[src/include/pta_pkg.sv]
// constants and carrier types for the pci target access block
// assumes a single 10 MHz pci-side clock and active-low pci pin levels
// Notes on behaviour
// - six init sources, fixed precedence order
// - software-reset resources also cleared by hard resets
// - act as target for control/status and flash
// - separate bars: 4 KB mem, 64 B io
// - control/status accesses: one phase, zero waits
// - control/status read: data with trdy, stop
// - control/status write: trdy, one phase, stop
// - flash access disconnects at first data phase
// - flash read: wait states, then trdy with data
// - flash write: trdy only after flash written; rejected byte enables get trdy at once
// - flash reads byte or 16-bit only
// - flash writes carry exactly one byte
// - retry config cycles until eeprom load done
// - no delayed-transaction state for retried masters
// - after load, complete every access normally
// - data parity error: status 15, perr if cmd6
// - config accesses also disconnect after data
// - address parity error: status 15, serr/14 only if cmd8 and cmd6
package pta_pkg;
    localparam logic [3:0] CMD_IO_RD = 4'h2;
    localparam logic [3:0] CMD_IO_WR = 4'h3;
    localparam logic [3:0] CMD_MEM_RD = 4'h6;
    localparam logic [3:0] CMD_MEM_WR = 4'h7;
    localparam logic [3:0] CMD_CFG_RD = 4'ha;
    localparam logic [3:0] CMD_CFG_WR = 4'hb;
    localparam int CSR_MEM_BITS = 12;
    localparam int CSR_IO_BITS = 6;
    localparam int FLASH_BITS = 17;
    localparam int STAT_DPE_BIT = 15;
    localparam int STAT_SSE_BIT = 14;
    localparam int CMD_PER_BIT = 6;
    localparam int CMD_SERR_BIT = 8;
    localparam logic [31:0] CSR_MEM_BAR_RST = 32'h0000_0000;
    localparam logic [31:0] CSR_IO_BAR_RST = 32'h0000_0001;
    localparam logic [31:0] FLASH_BAR_RST = 32'h0000_0000;
    localparam logic [15:0] PCI_CMD_RST = 16'h0000;
    localparam logic [15:0] PCI_STAT_RST = 16'h0000;
    localparam int FLASH_WAIT_CYC = 4;
    localparam logic [3:0] INIT_NONE = 4'h0;
    typedef struct packed {
        logic [31:0] ad;
        logic [3:0] cbeN;
        logic par;
        logic frameN;
        logic irdyN;
        logic idsel;
    } pta_bus_in_s;
    typedef struct packed {
        logic [31:0] ad;
        logic par;
    } pta_rdata_s;
    typedef enum logic [1:0] {
        TGT_CSR,
        TGT_FLASH,
        TGT_CFG
    } pta_tgt_e;
endpackage

[src/pta_target.sv]
// pci target access: csr space, flash window, config space, init sources
// assumes pci pins already resolved to levels; outputs feed external pad enables
`timescale 1ns/1ns
module pta_target
    import pta_pkg::*;
(
    input wire logic clk,
    input wire logic resetn,
    input wire logic porN,
    input wire logic alternate_reset_pin,
    input wire logic pciRstN,
    input wire logic bus_pin_a,
    input wire logic swResetReq,
    input wire logic selResetReq,
    input wire logic d3ToD0,
    input wire logic eepromLoadDone,
    input wire pta_bus_in_s busIn,
    input wire logic [31:0] csrRdData,
    input wire logic [15:0] flashRdData,
    input wire logic flashDone,
    output logic [31:0] adOut_ff,
    output logic adOe_ff,
    output logic parOut_ff,
    output logic trdyN_ff,
    output logic stopN_ff,
    output logic devselN_ff,
    output logic ctlOe_ff,
    output logic perrN_ff,
    output logic perrOe_ff,
    output logic serrN_ff,
    output logic serrOe_ff,
    output logic csrRd_ff,
    output logic csrWr_ff,
    output logic [11:0] csrAddr_ff,
    output logic [31:0] csrWrData_ff,
    output logic [3:0] csrBe_ff,
    output logic flashRd_ff,
    output logic flashWr_ff,
    output logic [16:0] flashAddr_ff,
    output logic [7:0] flashWrData_ff,
    output logic [3:0] initSrc_ff,
    output logic hwInit_ff,
    output logic swInit_ff,
    output logic selInit_ff,
    output logic [15:0] pciStat_ff
);
    logic rstSync1_ff;
    logic rstSync2_ff;
    logic loadDone_ff;
    logic [15:0] pciCmd_ff;
    logic [31:0] csrMemBar_ff;
    logic [31:0] csrIoBar_ff;
    logic [31:0] flashBar_ff;
    logic [3:0] cmd_ff;
    logic [31:0] addr_ff;
    logic isIo_ff;
    logic frameN_d;
    logic addrPhase;
    logic [3:0] nxt_initSrc;
    logic dataPar;
    logic parChk_ff;
    logic parChkAddr_ff;
    logic dataPhase_ff;
    logic hitCsrMem;
    logic hitCsrIo;
    logic hitFlash;
    logic hitCfg;
    logic beOk;
    pta_tgt_e tgt_ff;

    typedef enum logic [2:0] {
        S_IDLE,
        S_WAIT,
        S_FLASH,
        S_DATA,
        S_DONE,
        S_TURN
    } pta_state_e;
    pta_state_e state_ff;

    always_ff @(posedge clk or negedge resetn) begin
        if (!resetn) begin
            rstSync1_ff <= 1'b0;
            rstSync2_ff <= 1'b0;
        end else begin
            rstSync1_ff <= 1'b1;
            rstSync2_ff <= rstSync1_ff;
        end
    end
    wire rstN = rstSync2_ff;

    // highest-priority active source wins; 1..6 code its rank
    always_comb begin
        nxt_initSrc = INIT_NONE;
        if (!porN) nxt_initSrc = 4'h1;
        else if (!alternate_reset_pin) nxt_initSrc = 4'h2;
        else if (!pciRstN) nxt_initSrc = 4'h3;
        else if (!bus_pin_a) nxt_initSrc = 4'h4;
        else if (swResetReq) nxt_initSrc = 4'h5;
        else if (selResetReq) nxt_initSrc = 4'h6;
    end

    always_ff @(posedge clk or negedge rstN) begin
        if (!rstN) begin
            initSrc_ff <= INIT_NONE;
            hwInit_ff <= 1'b1;
            swInit_ff <= 1'b1;
            selInit_ff <= 1'b1;
        end else begin
            initSrc_ff <= nxt_initSrc;
            hwInit_ff <= nxt_initSrc inside {4'h1, 4'h2, 4'h3, 4'h4};
            // software-reset domain is a superset target of hard resets
            swInit_ff <= nxt_initSrc inside {4'h1, 4'h2, 4'h3, 4'h4, 4'h5} || d3ToD0;
            selInit_ff <= nxt_initSrc != INIT_NONE || d3ToD0;
        end
    end

    // flag re-armed by each hardware source, set by the loader
    always_ff @(posedge clk or negedge rstN) begin
        if (!rstN) begin
            loadDone_ff <= 1'b0;
        end else if (nxt_initSrc inside {4'h1, 4'h2, 4'h3, 4'h4}) begin
            loadDone_ff <= 1'b0;
        end else if (eepromLoadDone) begin
            loadDone_ff <= 1'b1;
        end
    end

    always_ff @(posedge clk or negedge rstN) begin
        if (!rstN) frameN_d <= 1'b1;
        else frameN_d <= busIn.frameN;
    end
    assign addrPhase = !busIn.frameN && frameN_d && state_ff == S_IDLE;

    // separate bars, masked to 4 KB mem, 64 B io, 128 KB flash
    assign hitCsrMem = busIn.cbeN inside {CMD_MEM_RD, CMD_MEM_WR} &&
        busIn.ad[31:CSR_MEM_BITS] == csrMemBar_ff[31:CSR_MEM_BITS];
    assign hitCsrIo = busIn.cbeN inside {CMD_IO_RD, CMD_IO_WR} &&
        busIn.ad[31:CSR_IO_BITS] == csrIoBar_ff[31:CSR_IO_BITS];
    assign hitFlash = busIn.cbeN inside {CMD_MEM_RD, CMD_MEM_WR} &&
        busIn.ad[31:FLASH_BITS] == flashBar_ff[31:FLASH_BITS];
    assign hitCfg = busIn.idsel && busIn.cbeN inside {CMD_CFG_RD, CMD_CFG_WR} &&
        busIn.ad[1:0] == 2'b00;

    // flash reads byte or 16-bit; writes exactly one byte
    always_comb begin
        if (cmd_ff == CMD_MEM_WR)
            beOk = busIn.cbeN inside {4'he, 4'hd, 4'hb, 4'h7};
        else
            beOk = busIn.cbeN inside {4'he, 4'hd, 4'hb, 4'h7, 4'hc, 4'h3};
    end

    // main target sequencer; no per-master retry bookkeeping
    always_ff @(posedge clk or negedge rstN) begin
        if (!rstN) begin
            state_ff <= S_IDLE;
            tgt_ff <= TGT_CSR;
            cmd_ff <= 4'h0;
            addr_ff <= 32'h0000_0000;
            isIo_ff <= 1'b0;
            devselN_ff <= 1'b1;
            trdyN_ff <= 1'b1;
            stopN_ff <= 1'b1;
            ctlOe_ff <= 1'b0;
            adOe_ff <= 1'b0;
            adOut_ff <= 32'h0000_0000;
            csrRd_ff <= 1'b0;
            csrWr_ff <= 1'b0;
            csrAddr_ff <= 12'h000;
            csrWrData_ff <= 32'h0000_0000;
            csrBe_ff <= 4'h0;
            flashRd_ff <= 1'b0;
            flashWr_ff <= 1'b0;
            flashAddr_ff <= 17'h0_0000;
            flashWrData_ff <= 8'h00;
            csrMemBar_ff <= CSR_MEM_BAR_RST;
            csrIoBar_ff <= CSR_IO_BAR_RST;
            flashBar_ff <= FLASH_BAR_RST;
            pciCmd_ff <= PCI_CMD_RST;
        end else begin
            csrRd_ff <= 1'b0;
            csrWr_ff <= 1'b0;
            flashRd_ff <= 1'b0;
            flashWr_ff <= 1'b0;
            if (hwInit_ff || d3ToD0) begin
                csrMemBar_ff <= CSR_MEM_BAR_RST;
                csrIoBar_ff <= CSR_IO_BAR_RST;
                flashBar_ff <= FLASH_BAR_RST;
                pciCmd_ff <= PCI_CMD_RST;
            end
            case (state_ff)
                S_IDLE: begin
                    if (addrPhase && (hitCfg || hitCsrMem || hitCsrIo || hitFlash)) begin
                        state_ff <= S_WAIT;
                        cmd_ff <= busIn.cbeN;
                        addr_ff <= busIn.ad;
                        isIo_ff <= hitCsrIo;
                        // latched early: csr back end answers in the first data clock
                        csrAddr_ff <= hitCsrIo ? {6'h00, busIn.ad[CSR_IO_BITS-1:0]} :
                            busIn.ad[CSR_MEM_BITS-1:0];
                        tgt_ff <= hitCfg ? TGT_CFG : (hitFlash && !hitCsrMem) ?
                            TGT_FLASH : TGT_CSR;
                        devselN_ff <= 1'b0;
                        ctlOe_ff <= 1'b1;
                    end
                end
                S_WAIT: begin
                    if (tgt_ff == TGT_CFG && !loadDone_ff) begin
                        // retry: stop without trdy
                        stopN_ff <= 1'b0;
                        state_ff <= S_DONE;
                    end else if (!busIn.irdyN) begin
                        if (tgt_ff == TGT_FLASH) begin
                            flashAddr_ff <= addr_ff[16:0];
                            flashWrData_ff <= busIn.cbeN[0] ? (busIn.cbeN[1] ?
                                (busIn.cbeN[2] ? busIn.ad[31:24] : busIn.ad[23:16]) :
                                busIn.ad[15:8]) : busIn.ad[7:0];
                            flashRd_ff <= cmd_ff == CMD_MEM_RD && beOk;
                            flashWr_ff <= cmd_ff == CMD_MEM_WR && beOk;
                            state_ff <= S_FLASH;
                        end else begin
                            // one zero-wait phase, trdy with stop
                            trdyN_ff <= 1'b0;
                            stopN_ff <= 1'b0;
                            if (tgt_ff == TGT_CSR) begin
                                csrBe_ff <= ~busIn.cbeN;
                                csrRd_ff <= !cmd_ff[0];
                                csrWr_ff <= cmd_ff[0];
                                csrWrData_ff <= busIn.ad;
                                adOut_ff <= csrRdData;
                            end else begin
                                case (addr_ff[7:2])
                                    6'h01: adOut_ff <= {pciStat_ff, pciCmd_ff};
                                    6'h04: adOut_ff <= csrMemBar_ff;
                                    6'h05: adOut_ff <= csrIoBar_ff;
                                    6'h06: adOut_ff <= flashBar_ff;
                                    default: adOut_ff <= 32'h0000_0000;
                                endcase
                                if (cmd_ff == CMD_CFG_WR) begin
                                    case (addr_ff[7:2])
                                        6'h01: pciCmd_ff <= busIn.ad[15:0];
                                        6'h04: csrMemBar_ff <= {busIn.ad[31:12], 12'h000};
                                        6'h05: csrIoBar_ff <= {busIn.ad[31:6], 6'h01};
                                        6'h06: flashBar_ff <= {busIn.ad[31:17], 17'h0_0000};
                                        default: ;
                                    endcase
                                end
                            end
                            adOe_ff <= !cmd_ff[0];
                            state_ff <= S_DATA;
                        end
                    end
                end
                S_FLASH: begin
                    // trdy withheld until flash finishes; rejected byte enables get it at once
                    if (flashDone || !beOk) begin
                        trdyN_ff <= 1'b0;
                        stopN_ff <= 1'b0;
                        adOut_ff <= {flashRdData, flashRdData};
                        adOe_ff <= cmd_ff == CMD_MEM_RD;
                        state_ff <= S_DATA;
                    end
                end
                S_DATA: begin
                    trdyN_ff <= 1'b1;
                    adOe_ff <= 1'b0;
                    state_ff <= S_DONE;
                end
                S_DONE: begin
                    if (busIn.frameN) begin
                        stopN_ff <= 1'b1;
                        devselN_ff <= 1'b1;
                        state_ff <= S_TURN;
                    end
                end
                S_TURN: begin
                    ctlOe_ff <= 1'b0;
                    state_ff <= S_IDLE;
                end
                default: state_ff <= S_IDLE;
            endcase
        end
    end

    assign dataPar = ^{busIn.ad, busIn.cbeN};

    // parity checked the clock after each address or written data phase
    always_ff @(posedge clk or negedge rstN) begin
        if (!rstN) begin
            parChk_ff <= 1'b0;
            parChkAddr_ff <= 1'b0;
            dataPhase_ff <= 1'b0;
            parOut_ff <= 1'b0;
        end else begin
            parChkAddr_ff <= !busIn.frameN && frameN_d;
            dataPhase_ff <= state_ff == S_WAIT && !busIn.irdyN && cmd_ff[0] &&
                !(tgt_ff == TGT_CFG && !loadDone_ff);
            parChk_ff <= dataPar;
            parOut_ff <= ^{adOut_ff, cbeForPar(busIn.cbeN)};
        end
    end

    function automatic logic [3:0] cbeForPar(input logic [3:0] c);
        cbeForPar = c;
    endfunction

    wire parBad = parChk_ff != busIn.par;

    always_ff @(posedge clk or negedge rstN) begin
        if (!rstN) begin
            pciStat_ff <= PCI_STAT_RST;
            perrN_ff <= 1'b1;
            perrOe_ff <= 1'b0;
            serrN_ff <= 1'b1;
            serrOe_ff <= 1'b0;
        end else begin
            perrN_ff <= 1'b1;
            serrN_ff <= 1'b1;
            perrOe_ff <= !perrN_ff;
            serrOe_ff <= 1'b0;
            if (hwInit_ff) pciStat_ff <= PCI_STAT_RST;
            // error set wins over reset clear in same cycle
            if (dataPhase_ff && parBad) begin
                pciStat_ff[STAT_DPE_BIT] <= 1'b1;
                if (pciCmd_ff[CMD_PER_BIT]) begin
                    perrN_ff <= 1'b0;
                    perrOe_ff <= 1'b1;
                end
            end
            if (parChkAddr_ff && parBad) begin
                pciStat_ff[STAT_DPE_BIT] <= 1'b1;
                if (pciCmd_ff[CMD_SERR_BIT] && pciCmd_ff[CMD_PER_BIT]) begin
                    pciStat_ff[STAT_SSE_BIT] <= 1'b1;
                    serrN_ff <= 1'b0;
                    serrOe_ff <= 1'b1;
                end
            end
        end
    end
endmodule

[config.mk]
export PLATFORM = sky130hd
export DESIGN_NAME = pta_target
export DESIGN_NICKNAME = d
export VERILOG_FILES = /design/src/include/pta_pkg.sv /design/src/pta_target.sv
export SDC_FILE = /design/constraint.sdc
export NUM_CORES = 1
export LEC_CHECK = 0
export ABC_AREA = 0
export BUFFER_PORTS_ARGS = -buffer_cell sky130_fd_sc_hd__buf_4
export CAP_MARGIN = 20
export CORE_UTILIZATION = 24
export DETAILED_ROUTE_END_ITERATION = 10
export PLACE_DENSITY_LB_ADDON = 0.05
export SKIP_CTS_REPAIR_TIMING = 1
export SYNTH_ARGS = -nofsm -noshare
export SYNTH_HDL_FRONTEND = slang
export SYNTH_SLANG_ARGS = --single-unit
[constraint.sdc]
create_clock -name clk -period 21.5 [get_ports clk]
set_input_delay 4.3 -clock clk [delete_from_list [all_inputs] [get_ports clk]]
set_output_delay 4.3 -clock clk [all_outputs]
set_load 0.03 [all_outputs]
# Word level (Yosys, flattened, before mapping)
# Index checks and enable logic that the tools add are counted.
# totals
register_bits,273
input_bits,99
out_inout_bits,142
# classes
reduce_logical,62
muxes,108
bitwise,4
eq_ne,40
# ops
op,n
2-to-1 mux 32 bit,29
2-to-1 mux 16 bit,9
one-hot mux 32 bit (4 select lines),1
XOR reduction 36 bit,2
one-hot mux 32 bit (2 select lines),1
2-to-1 mux 1 bit,45
== test 26 bit,1
"== test 4 x 3 -> 1 bit, second input constant",6
"== test 4 bit, second input constant",6
2-to-1 mux 3 bit,8
2-to-1 mux 8 bit,3
== test 20 bit,1
AND reduction 5 bit,4
"== test 6 x 3 -> 1 bit, second input constant",3
logical AND 1 bit,18
"== test 4 x 2 -> 1 bit, second input constant",4
== test 15 bit,1
one-hot mux 3 bit (5 select lines),1
nonzero test 2 bit,7
2-to-1 mux 12 bit,1
2-to-1 mux 4 bit,3
nonzero test 4 bit,3
"inequality test 2 bit, second input constant",5
one-hot mux 1 bit (3 select lines),3
24 further kinds,49

# Longest topological paths before layout
# Gate-level depths: netlist of run 1.
# logic_depth
ltp_word,10
ltp_mapped,12
depth_no_buf,8

# Worst setup path before layout of run 1
# OpenSTA, ideal clock, no wires.
# synth_timing
path_kind,input to register
from,input busIn[4] in the netlist's numbering
to,register addr_ff[10]
path_slack_ns,14.897
arrival_ns,6.478
required_time_ns,21.375
cell_stages,9
path_buffers,2
setup_ns,0.125
path_cell_list,clkinv_1 clkbuf_1 ha_1 o21ai_0 or4_4 nor4_4 o31ai_2 buf_6 mux2_4
# synth_between
elab_chain_len,9
word_cells_on_any_way,19
classes_between,eq/ne: 6; reduce/logical: 13
# synth_lines
item,line,source
from (decl),pta_target.sv:17,"input wire pta_bus_in_s busIn,"
== test 4 bit,pta_target.sv:142,"assign hitCfg = busIn.idsel && busIn.cbeN inside {CMD_CFG_RD, CMD_CFG_WR} &&"
nonzero test 2 bit,pta_target.sv:142,
logical AND 1 bit (2 in series),pta_target.sv:142,
logical OR 1 bit (2 in series),pta_target.sv:193,if (addrPhase && (hitCfg || hitCsrMem || hitCsrIo || hitFlash)) begin
logical OR 1 bit (*),pta_target.sv:193,
logical AND 1 bit (*),pta_target.sv:193,
AND reduction 2 bit (no line) (*),-,
to (signal assigned),pta_target.sv:196,addr_ff <= busIn.ad;
to (decl),pta_target.sv:55,logic [31:0] addr_ff;
# Mark *: on every way between the ends. The rest lies on a longest branch, timed or not.
# A chain may end at the register's enable or synchronous reset.

# Worst setup path after layout of run 1
# layout_timing
from,input busIn[4] in the netlist's numbering
to,register addr_ff[7]
# Same word-level chain as after synthesis.

==> metrics.cfg, run 1 <==
[floorplanning]
ioPinCount=241
core_area_sq_mm=0.05413
num_rows=85
die-area_sq_mm=0.05608
die_h_um=236.8
start_util_pct=24.45
die_w_um=236.8

[global_route]
overflow=0
grt_max_degree=166
grt_pass1_vias=10443
grt_pass1_wl_mm=75.47
groute.usage.overall_pct=18.35
antenna_found_initial=0

[logic_synthesis]
ys_ff_latch=266
synth-warning-count=0
ys_async_sr_fraction_pct=100.0
netlist-cell-type-count=56
yosysSeqAreaShare_pct=50.39
synth_area_sq_mm=0.01323
synth-edff-count=0
yosys_most_used_dff=dfrtp_1
netlist_instances=1306
syn_avg_cell_area_sq_um=10.13

[drt]
wl_mm=51.32
drc_errors=0
routedWlPerCell_um=23.33
dr.pass1.iters=4
viasPerCell=4.650
via_count=10230
ant_nets=0
drt_iter0_drc=625

[run]
cap_violations=0

[worst_setup_path]
reg2regPathDepth=5
cp_max_fo=30
worstPathRequired_ns=21.92
cp.arrival_ns=7.31
worstSetupPathType=in -> reg
worstSetupEndpointType=flop
cp-start-kind=primary input

[clock_tree]
cts.sinks=266
cts_tree=yes
clockBufferDepth=3
clk_latency_ns=0.56
clk_pin_slew_ns=0.06
root_buffer=clkbuf_16
cts_buffers=36
htreeDepth=2

[sta]
max_freq_mhz=145.2
worst_slew_pin_slew_ns=1.059
worst_hold_slack_ns=0.3513
finalMaxSlewViolations=0
tns_ns=0
worst_slack_ns=14.61
finClkSkew_ns=0.02544
finalSetupViolations=0
final_hold_viol_count=0
post-route-period-util_pct=32.04
slew_headroom_pct=29.22
post-route-min-period_ns=6.889
rsz0062_at_grt=false

[outcome]
outcome=complete, no violations

[placement]
io_buffers=225
dp_hpwl_mm=36.14
routabilityCongestion=0.8337
placed_area_sq_mm=0.01547
pre_cts_ws_ns=14.07

[min_path]
min-delay-path-class=reg -> reg
worstHoldPathCells=0

[final_layout]
seq_area_sq_mm=0.006674
final_common_cell=dfrtp_1
multi_input_area_sq_mm=0.006026
finalNetCount=1584
area_growth_pct=26.25
drive_gt1_share_pct=25.75
nFillCells=5638
final_cell_mix=dfrtp_1, buf_4, nand2_1, o21ai_0, xnor2_1
fin_area_sq_mm=0.01671

[power_and_ir_drop]
leakagePower_nw=7.740
p_per_area_mw_per_mm2=95.14
ir_drop_mv=0.04995

==> metrics by stage <==
stage                     utilization [%]  total power, W  instances
final                               30.86        0.001589       2200
after floorplan                         -       0.0008371       1320
after detailed placement            28.59       0.0009829       2133
after global placement              28.56       0.0009821       2132
after CTS                           30.84        0.001620       2198
after global routing                30.86        0.001674       2199
==> final timing paths <==
path	endpoint	slack, ns	start
hold / removal	rstN$_DFF_PN0_	0.35	rstSync1_ff$_DFF_PN0_
setup / recovery	addr_ff[7]$_DFFE_PN0P_	14.61	busIn[4]
max in group asynchronous	rstN$_DFF_PN0_	17.87	resetn
setup reg to reg	flashBar_ff[12]$_DFF_PN0_	18.23	state_ff[0]$_DFFE_PN0P_
min in group asynchronous	flashBar_ff[4]$_DFF_PN0_	0.39	rstN$_DFF_PN0_
hold reg to reg	rstN$_DFF_PN0_	0.35	rstSync1_ff$_DFF_PN0_
==> cell usage after synthesis, types with 6 or more instances <==
cell	count	share of area, %
dfrtp_1	256	48
nand2_1	207	5.9
o21ai_0	183	6.9
clkbuf_1	80	2.3
xnor2_1	78	5.2
xor2_1	48	3.2
mux2i_1	42	3.2
mux2_2	40	3.4
and3_1	35	1.7
inv_1	25	0.71
nand3_1	25	0.95
o2bb2ai_1	25	1.7
nor2_1	24	0.68
buf_4	22	1.2
mux2_4	20	2.3
a21oi_1	19	0.72
a2bb2oi_1	19	1.3
a221oi_1	15	0.99
nor4_1	15	0.71
a221o_1	14	1.1
a211oi_1	12	0.68
buf_2	11	0.42
dfstp_2	10	2.0
ha_1	9	0.85
nand4_1	9	0.43
nor3_1	9	0.34
buf_1	6	0.17
==> kinds of logic (layout without fill, tap and decap cells) <==
kind of cell,Yosys count,in the layout,synth area share [%]
AND/OR/NAND/NOR,353,353,12.37
AO/OA/AOI/OAI,301,301,14.13
flip-flops,266,266,50.39
buffers and inverters,147,330,5.011
XOR/XNOR,126,126,8.339
multiplexers,102,102,8.849
adder cells (fa/ha/maj),9,9,0.8509
other,2,17,0.05675
==> routing by layer <==
metal	GRT usage [%]	vias to the layer above	routed length [um]	part of all wire (%)
li1	-	4868	-	-
met4	4.900	0	1044	2.0
met3	3.276	52	2401	4.7
met5	0	-	0	0
met1	26.53	5050	24770	48
met2	27.96	260	23100	45
==> area by class of cell <==
| type | instances | area share [%] |
|---|---|---|
| sequential | 266 | 39.95 |
| multi-input combinational | 907 | 36.07 |
| antenna | 1 | 0.01498 |
| clock buffer | 57 | 6.710 |
| clock inverter | 8 | 0.5841 |
| inverter | 26 | 0.5841 |
| tap | 696 | 5.212 |
| timing repair buffer | 239 | 10.88 |
==> registers in the layout (all words and copies together), names as in the netlist, 12 cells and up <==
name and flops:
adOut_ff 32, csrAddr_ff 12, csrIoBar_ff 32, csrMemBar_ff 32, csrWrData_ff 32, flashAddr_ff 17, flashBar_ff 32, pciCmd_ff 16
==> power breakdown <==
part	switching [W]	leakage [nW]	internal [W]
sequential	0.0000408	3.64	0.000545
combinational	0.000227	3.50	0.000156
clock	0.000239	0.605	0.000381
total	0.000507	7.74	0.00108
==> critical path, cell delays in order <==
cell,delay [ns]
buf_4,0.12
clkinv_1,0.45
ha_1,0.50
o21ai_0,0.40
nor4_1,0.11
nand4_1,0.11
o21ai_1,0.15
o31ai_4,0.28
buf_4,0.52
mux2_4,0.34
Power figures use the tool's default switching activity.
==> run 2, diff against run 1 <==
Clock period 21.5 ns to 6.8 ns, I/O delays scaled along.
==> metrics.cfg, run 2 (same netlist as run 1, synthesis figures left out) <==
[min_path]
min-delay-path-class=reg -> reg

[clock_tree]
htreeDepth=2  ; unchanged
clockBufferDepth=3  ; unchanged
cts_buffers=37  ; +2.8%
root_buffer=clkbuf_16
clk_latency_ns=0.55  ; about the same
cts.sinks=266  ; unchanged
cts_tree=yes
clk_pin_slew_ns=0.06  ; about the same

[global_route]
groute.usage.overall_pct=18.45  ; +0.099 points
overflow=0  ; unchanged
grt_max_degree=142  ; -14%
grt_pass1_vias=10424  ; -0.18%
antenna_found_initial=0  ; unchanged
grt_pass1_wl_mm=75.78  ; +0.41%

[sta]
finalSetupViolations=0  ; unchanged
max_freq_mhz=260.5
finClkSkew_ns=0.02490  ; -0.0005348 ns
final_hold_viol_count=0  ; unchanged
post-route-period-util_pct=56.45
finalMaxSlewViolations=0  ; unchanged
post-route-min-period_ns=3.839
slew_headroom_pct=26.18  ; -3.0 points
rsz0062_at_grt=false
worst_hold_slack_ns=0.3489  ; -0.002435 ns
tns_ns=0  ; unchanged
worst_slew_pin_slew_ns=1.105  ; +0.04562 ns

[power_and_ir_drop]
comb_power_share_pct=23.9  ; -0.2 points
switching_power_w=0.001599  ; +220%
p_per_area_mw_per_mm2=302.2  ; +220%
pwr-share-clk_pct=39.4  ; +0.3 points
sw_frac_of_total_pct=31.71  ; -0.18 points
leakagePower_nw=7.715  ; -0.32%
power_w=0.005041  ; +220%
p_int_w=0.003443  ; +220%
seqPwrFrac_pct=36.7  ; about the same
ir_drop_mv=0.1623  ; +220%

[worst_setup_path]
worst_r2r_endpoint=pciCmd_ff[10]$_DFF_PN0_
cp-start-kind=primary input
worstPathRequired_ns=7.23  ; -14.69 ns
critPathLaunch=busIn[4]
cp-endpoint=addr_ff[13]$_DFFE_PN0P_
cp.arrival_ns=4.26  ; -3.05 ns
cp_max_fo=30  ; unchanged
worstSetupPathType=in -> reg
worstSetupEndpointType=flop
reg2regPathDepth=6  ; +1
r2r-start=state_ff[0]$_DFFE_PN0P_
reg2reg_slack_ns=3.63  ; -14.60 ns

[final_layout]
final_cell_mix=dfrtp_1, buf_4, nand2_1, o21ai_0, xnor2_1
finalNetCount=1586  ; +0.13%
fin_cells=2199  ; -0.045%
area_growth_pct=26.08
insertedDiodeCount=0  ; -1
drive_gt1_share_pct=25.35  ; -0.40 points
final_common_cell=dfrtp_1
fin_area_sq_mm=0.01668  ; -0.13%
nFillCells=5640  ; +0.035%

[drt]
dr.pass1.iters=5  ; +1
wl_mm=51.61  ; +0.57%
routedWlPerCell_um=23.47  ; +0.61%
ant_nets=0  ; unchanged
drc_errors=0  ; unchanged
via_count=10255  ; +0.24%
viasPerCell=4.663  ; +0.29%
drt_iter0_drc=577  ; -7.7%

[floorplanning]
die-area_sq_mm=0.05608  ; unchanged
die_h_um=236.8  ; unchanged
die_w_um=236.8  ; unchanged
num_rows=85  ; unchanged
start_util_pct=24.45  ; unchanged
ioPinCount=241  ; unchanged
core_area_sq_mm=0.05413  ; unchanged

[placement]
dp_cells=2135  ; +0.094%
io_buffers=225  ; unchanged
routabilityCongestion=0.8428  ; +1.1%
dp_hpwl_mm=36.55  ; +1.2%
placed_area_sq_mm=0.01547  ; about the same

[run]
cap_violations=0  ; unchanged

[outcome]
outcome=complete, no violations

run 2: changes by cell type in the layout (fill, tap and decap cells not counted), moves of 2 or more:
cell,before,now
clkbuf_16,37,39
buf_4,236,239
clkbuf_1,8,13
clkbuf_8,12,6
clkinv_2,4,2
run 2: final cells by class:
| cell class | count | area, sq um | area share [%] |
|---|---|---|---|
| Inverter | 26 | 97.59 | 0.5849 |
| Clock buffer | 58 | 1107 | 6.637 |
| Sequential cell | 266 | 6674 | 40.00 |
| Timing Repair Buffer | 240 | 1814 | 10.87 |
| Multi-Input combinational cell | 907 | 6012 | 36.03 |
| Tap cell | 696 | 870.8 | 5.219 |
| Clock inverter | 6 | 108.9 | 0.6524 |
run 2: critical path, cell delays in order:
cell and delay, ns:
buf_4 0.12, clkinv_1 0.43, ha_1 0.47, o21ai_0 0.34
nor4_1 0.11, nand4_1 0.12, o21ai_1 0.15, o31ai_4 0.27
buf_4 0.51, mux2_4 0.35
run 2: worst min path at each step:
stage,startpoint,to,slack (ns),cells after the start
final,rstSync1_ff$_DFF_PN0_,rstN$_DFF_PN0_,0.35,0
after detailed placement,rstSync1_ff$_DFF_PN0_,rstN$_DFF_PN0_,0.34,0
after global placement,rstSync1_ff$_DFF_PN0_,rstN$_DFF_PN0_,0.34,0
after global routing,rstSync1_ff$_DFF_PN0_,rstN$_DFF_PN0_,0.35,0
after floorplan,rstSync1_ff$_DFF_PN0_,rstN$_DFF_PN0_,0.33,0
after CTS,rstSync1_ff$_DFF_PN0_,rstN$_DFF_PN0_,0.35,0
run 2: stage by stage:
stage	util, %	setup slack, ns
after detailed placement	28.58	2.404
after global placement	28.58	2.562
after global routing	30.82	2.757
after CTS	30.82	2.986
final	30.82	2.961
after floorplan	-	2.448
run 2: per-layer routing:
layer / vias up / global-route usage (%) / wire [um] / share of wire (%)
li1: 4861 / - / - / -
met1: 5072 / 26.74 / 25210 / 49
met2: 259 / 27.57 / 22580 / 44
met3: 63 / 3.812 / 2576 / 5.0
met4: 0 / 5.077 / 1237 / 2.4
met5: - / 0 / 0 / 0
run 2: power groups by stage:
stage,registers (W),clock network [W],logic [W]
2_1_floorplan,0.00207,0,0.000580
3_3_place_gp,0.00188,0,0.00122
3_5_place_dp,0.00188,0,0.00123
4_1_cts,0.00185,0.00206,0.00123
5_1_grt,0.00188,0.00212,0.00130
6_report,0.00185,0.00199,0.00120
==> run 3, diff against run 2 <==
Settings changed: ABC_AREA 0 to 1.
Clock period 6.8 ns to 3.9 ns, I/O delays scaled along.
==> metrics.cfg, run 3 <==
[floorplanning]
ioPinCount=241  ; unchanged
num_rows=86  ; +1.2%
start_util_pct=24.33  ; -0.12 points
core_area_sq_mm=0.05509  ; +1.8%
die_h_um=238.3  ; +0.64%
die_w_um=238.3  ; +0.64%
die-area_sq_mm=0.05680  ; +1.3%

[final_layout]
final_common_cell=nand2_1
final_core_utilization_pct=30.57  ; -0.26 points
fin_cells=2611  ; +19%
drive_gt1_share_pct=19.29  ; -6.1 points
final_cell_mix=nand2_1, dfrtp_1, buf_4, inv_1, o21ai_0
finalNetCount=1946  ; +23%
area_growth_pct=25.63

[worst_setup_path]
cp_max_fo=13  ; -57%
reg2reg_slack_ns=1.23  ; -2.40 ns
r2r-start=csrAddr_ff[2]$_DFFE_PN0P_
worstPathRequired_ns=4.37  ; -2.86 ns
reg2regPathDepth=10  ; +4
worstSetupPathType=reg -> reg
cp.arrival_ns=3.14  ; -1.12 ns
path_buf_inv=3  ; unchanged
slowest_delay_ns=0.63  ; +0.12 ns
worst_r2r_endpoint=adOut_ff[28]$_DFFE_PN0P_
worstSetupEndpointType=flop
cp_slowest_cell=inv_1
cp-start-kind=flop
crit_family=buffers and inverters
path_cells=inv_1 -> nand4_4 -> inv_1 -> buf_4 -> nand2_1 -> o21ai_0 -> a21oi_1 -> o21ai_0 -> nand2_1 -> a21oi_1

[drt]
drc_errors=0  ; unchanged
via_count=11715  ; +14%
drt_iter0_drc=722  ; +25%
dr.pass1.iters=6  ; +1
wl_met1_mm=25.95  ; +2.9%
wl_mm=55.38  ; +7.3%
viasPerCell=4.487  ; -3.8%
routedWlPerCell_um=21.21  ; -9.6%
ant_nets=0  ; unchanged
dr_wl_met3_mm=1.776  ; -31%
met2_wirelength_mm=26.39  ; +17%
routed.top_layer=met4

[placement]
dp_hpwl_mm=40.65  ; +11%
routabilityCongestion=0.8289  ; -1.6%
dp_cells=2547  ; +19%
io_buffers=225  ; unchanged
pre_cts_ws_ns=0.7555  ; -1.649 ns

[sta]
finalSetupViolations=0  ; unchanged
max_freq_mhz=374.7
rsz0062_at_grt=false
worst_slew_pin_slew_ns=0.9160  ; -0.1887 ns
post-route-min-period_ns=2.669
tns_ns=0  ; unchanged
slew_headroom_pct=38.93  ; +13 points
worst_slack_ns=1.231  ; -1.730 ns
final_hold_viol_count=0  ; unchanged
post-route-period-util_pct=68.43
finalMaxSlewViolations=0  ; unchanged
finClkSkew_ns=0.008898  ; -0.01600 ns

[logic_synthesis]
synth.area.top_cells=dfrtp_1, nand2_1, xnor2_1
yosysMostFrequentCell=nand2_1
yosys_most_used_dff=dfrtp_1
yosysTopAreaCellShare_pct=47.79  ; -0.61 points
synth_top_area_cell=dfrtp_1
syn_avg_cell_area_sq_um=8.163  ; -19%
netlist_instances=1642  ; +26%
ys_top_cells_by_count=nand2_1, dfrtp_1, inv_1, o21ai_0, nor2_1
yosysSeqAreaShare_pct=49.75  ; -0.64 points
ys_ff_latch=266  ; unchanged
netlist-cell-type-count=44  ; -21%
synth-edff-count=0  ; unchanged
synth_area_sq_mm=0.01340  ; +1.3%
synth-warning-count=0  ; unchanged
ys_async_sr_fraction_pct=100.0  ; unchanged

[power_and_ir_drop]
ir_drop_mv=0.2632  ; +62%
leakagePower_nw=7.866  ; +2.0%
p_per_area_mw_per_mm2=645.3  ; +110%
power_w=0.01087  ; +120%

[clock_tree]
cts.sinks=266  ; unchanged
cts_buffers=36  ; -2.7%
cts_tree=yes
clk_pin_slew_ns=0.06  ; about the same
clockBufferDepth=3  ; unchanged
clk_latency_ns=0.55  ; about the same
root_buffer=clkbuf_16
htreeDepth=2  ; unchanged

[run]
cap_violations=0  ; unchanged

[global_route]
antenna_found_initial=1  ; +1
groute.usage.overall_pct=19.54  ; +1.1 points
overflow=0  ; unchanged
grt_max_degree=121  ; -15%
grt_pass1_wl_mm=81.03  ; +6.9%
grt_pass1_vias=11767  ; +13%

[min_path]
min-delay-path-class=reg -> async

[outcome]
outcome=complete, no violations

## run 3: power breakdown
| part | leakage (nW) | switching (W) | internal [W] |
|---|---|---|---|
| clock network | 0.542 | 0.00129 | 0.00192 |
| logic | 3.78 | 0.00255 | 0.00142 |
| registers | 3.55 | 0.000472 | 0.00322 |
## run 3: layout make-up
class | instances | area, sq um
fillers | 6039 | 38250
multi-input cells | 1120 | 5609
well taps | 748 | 935.9
inverters | 167 | 629.4
clock buffers | 57 | 1061
repair buffers | 247 | 1882
diodes | 2 | 5.005
clock inverters | 4 | 45.04
flip-flops and latches | 266 | 6673
## run 3: kinds of logic (layout without fill, tap and decap cells)
| kind of cell | after synthesis | count (layout) | share of synthesized area, % |
|---|---|---|---|
| flops | 266 | 266 | 49.75 |
| xor+xnor | 83 | 83 | 5.423 |
| buf+inv | 270 | 475 | 8.942 |
| simple gates | 670 | 670 | 21.22 |
| other cells | 2 | 18 | 0.05603 |
| compound gates | 342 | 342 | 13.77 |
| fa+ha+maj | 9 | 9 | 0.8401 |
## run 3: metal layers
metal  GRT usage, %  up-vias
met1          26.88     5730
met5              0        -
met4          6.002        0
met2          32.05      246
li1               -     5674
met3          2.186       65
## run 3: how the worst max path moves through the flow
stage / from / endpoint / slack (ns) / depth (start not counted)
2_1_floorplan: rstN$_DFF_PN0_ / adOe_ff$_DFFE_PN0P_ / 1.24 / 0
3_3_place_gp: busIn[4] / cmd_ff[0]$_DFFE_PN0P_ / 0.79 / 17
3_5_place_dp: busIn[4] / addr_ff[11]$_DFFE_PN0P_ / 0.76 / 17
4_1_cts: csrAddr_ff[2]$_DFFE_PN0P_ / adOut_ff[28]$_DFFE_PN0P_ / 1.14 / 10
5_1_grt: csrAddr_ff[4]$_DFFE_PN0P_ / adOut_ff[24]$_DFFE_PN0P_ / 1.00 / 11
6_report: csrAddr_ff[2]$_DFFE_PN0P_ / adOut_ff[28]$_DFFE_PN0P_ / 1.23 / 10
## run 3: stage by stage
| step | hold slack [ns] | area, sq um |
|---|---|---|
| detailed placement | 0.2585 | 15720 |
| global placement | 0.2482 | 15720 |
| finish | 0.2421 | 16840 |
| floorplan | 0.3312 | 13460 |
| CTS | -0.02107 | 16820 |
| global route | 0.2738 | 16840 |
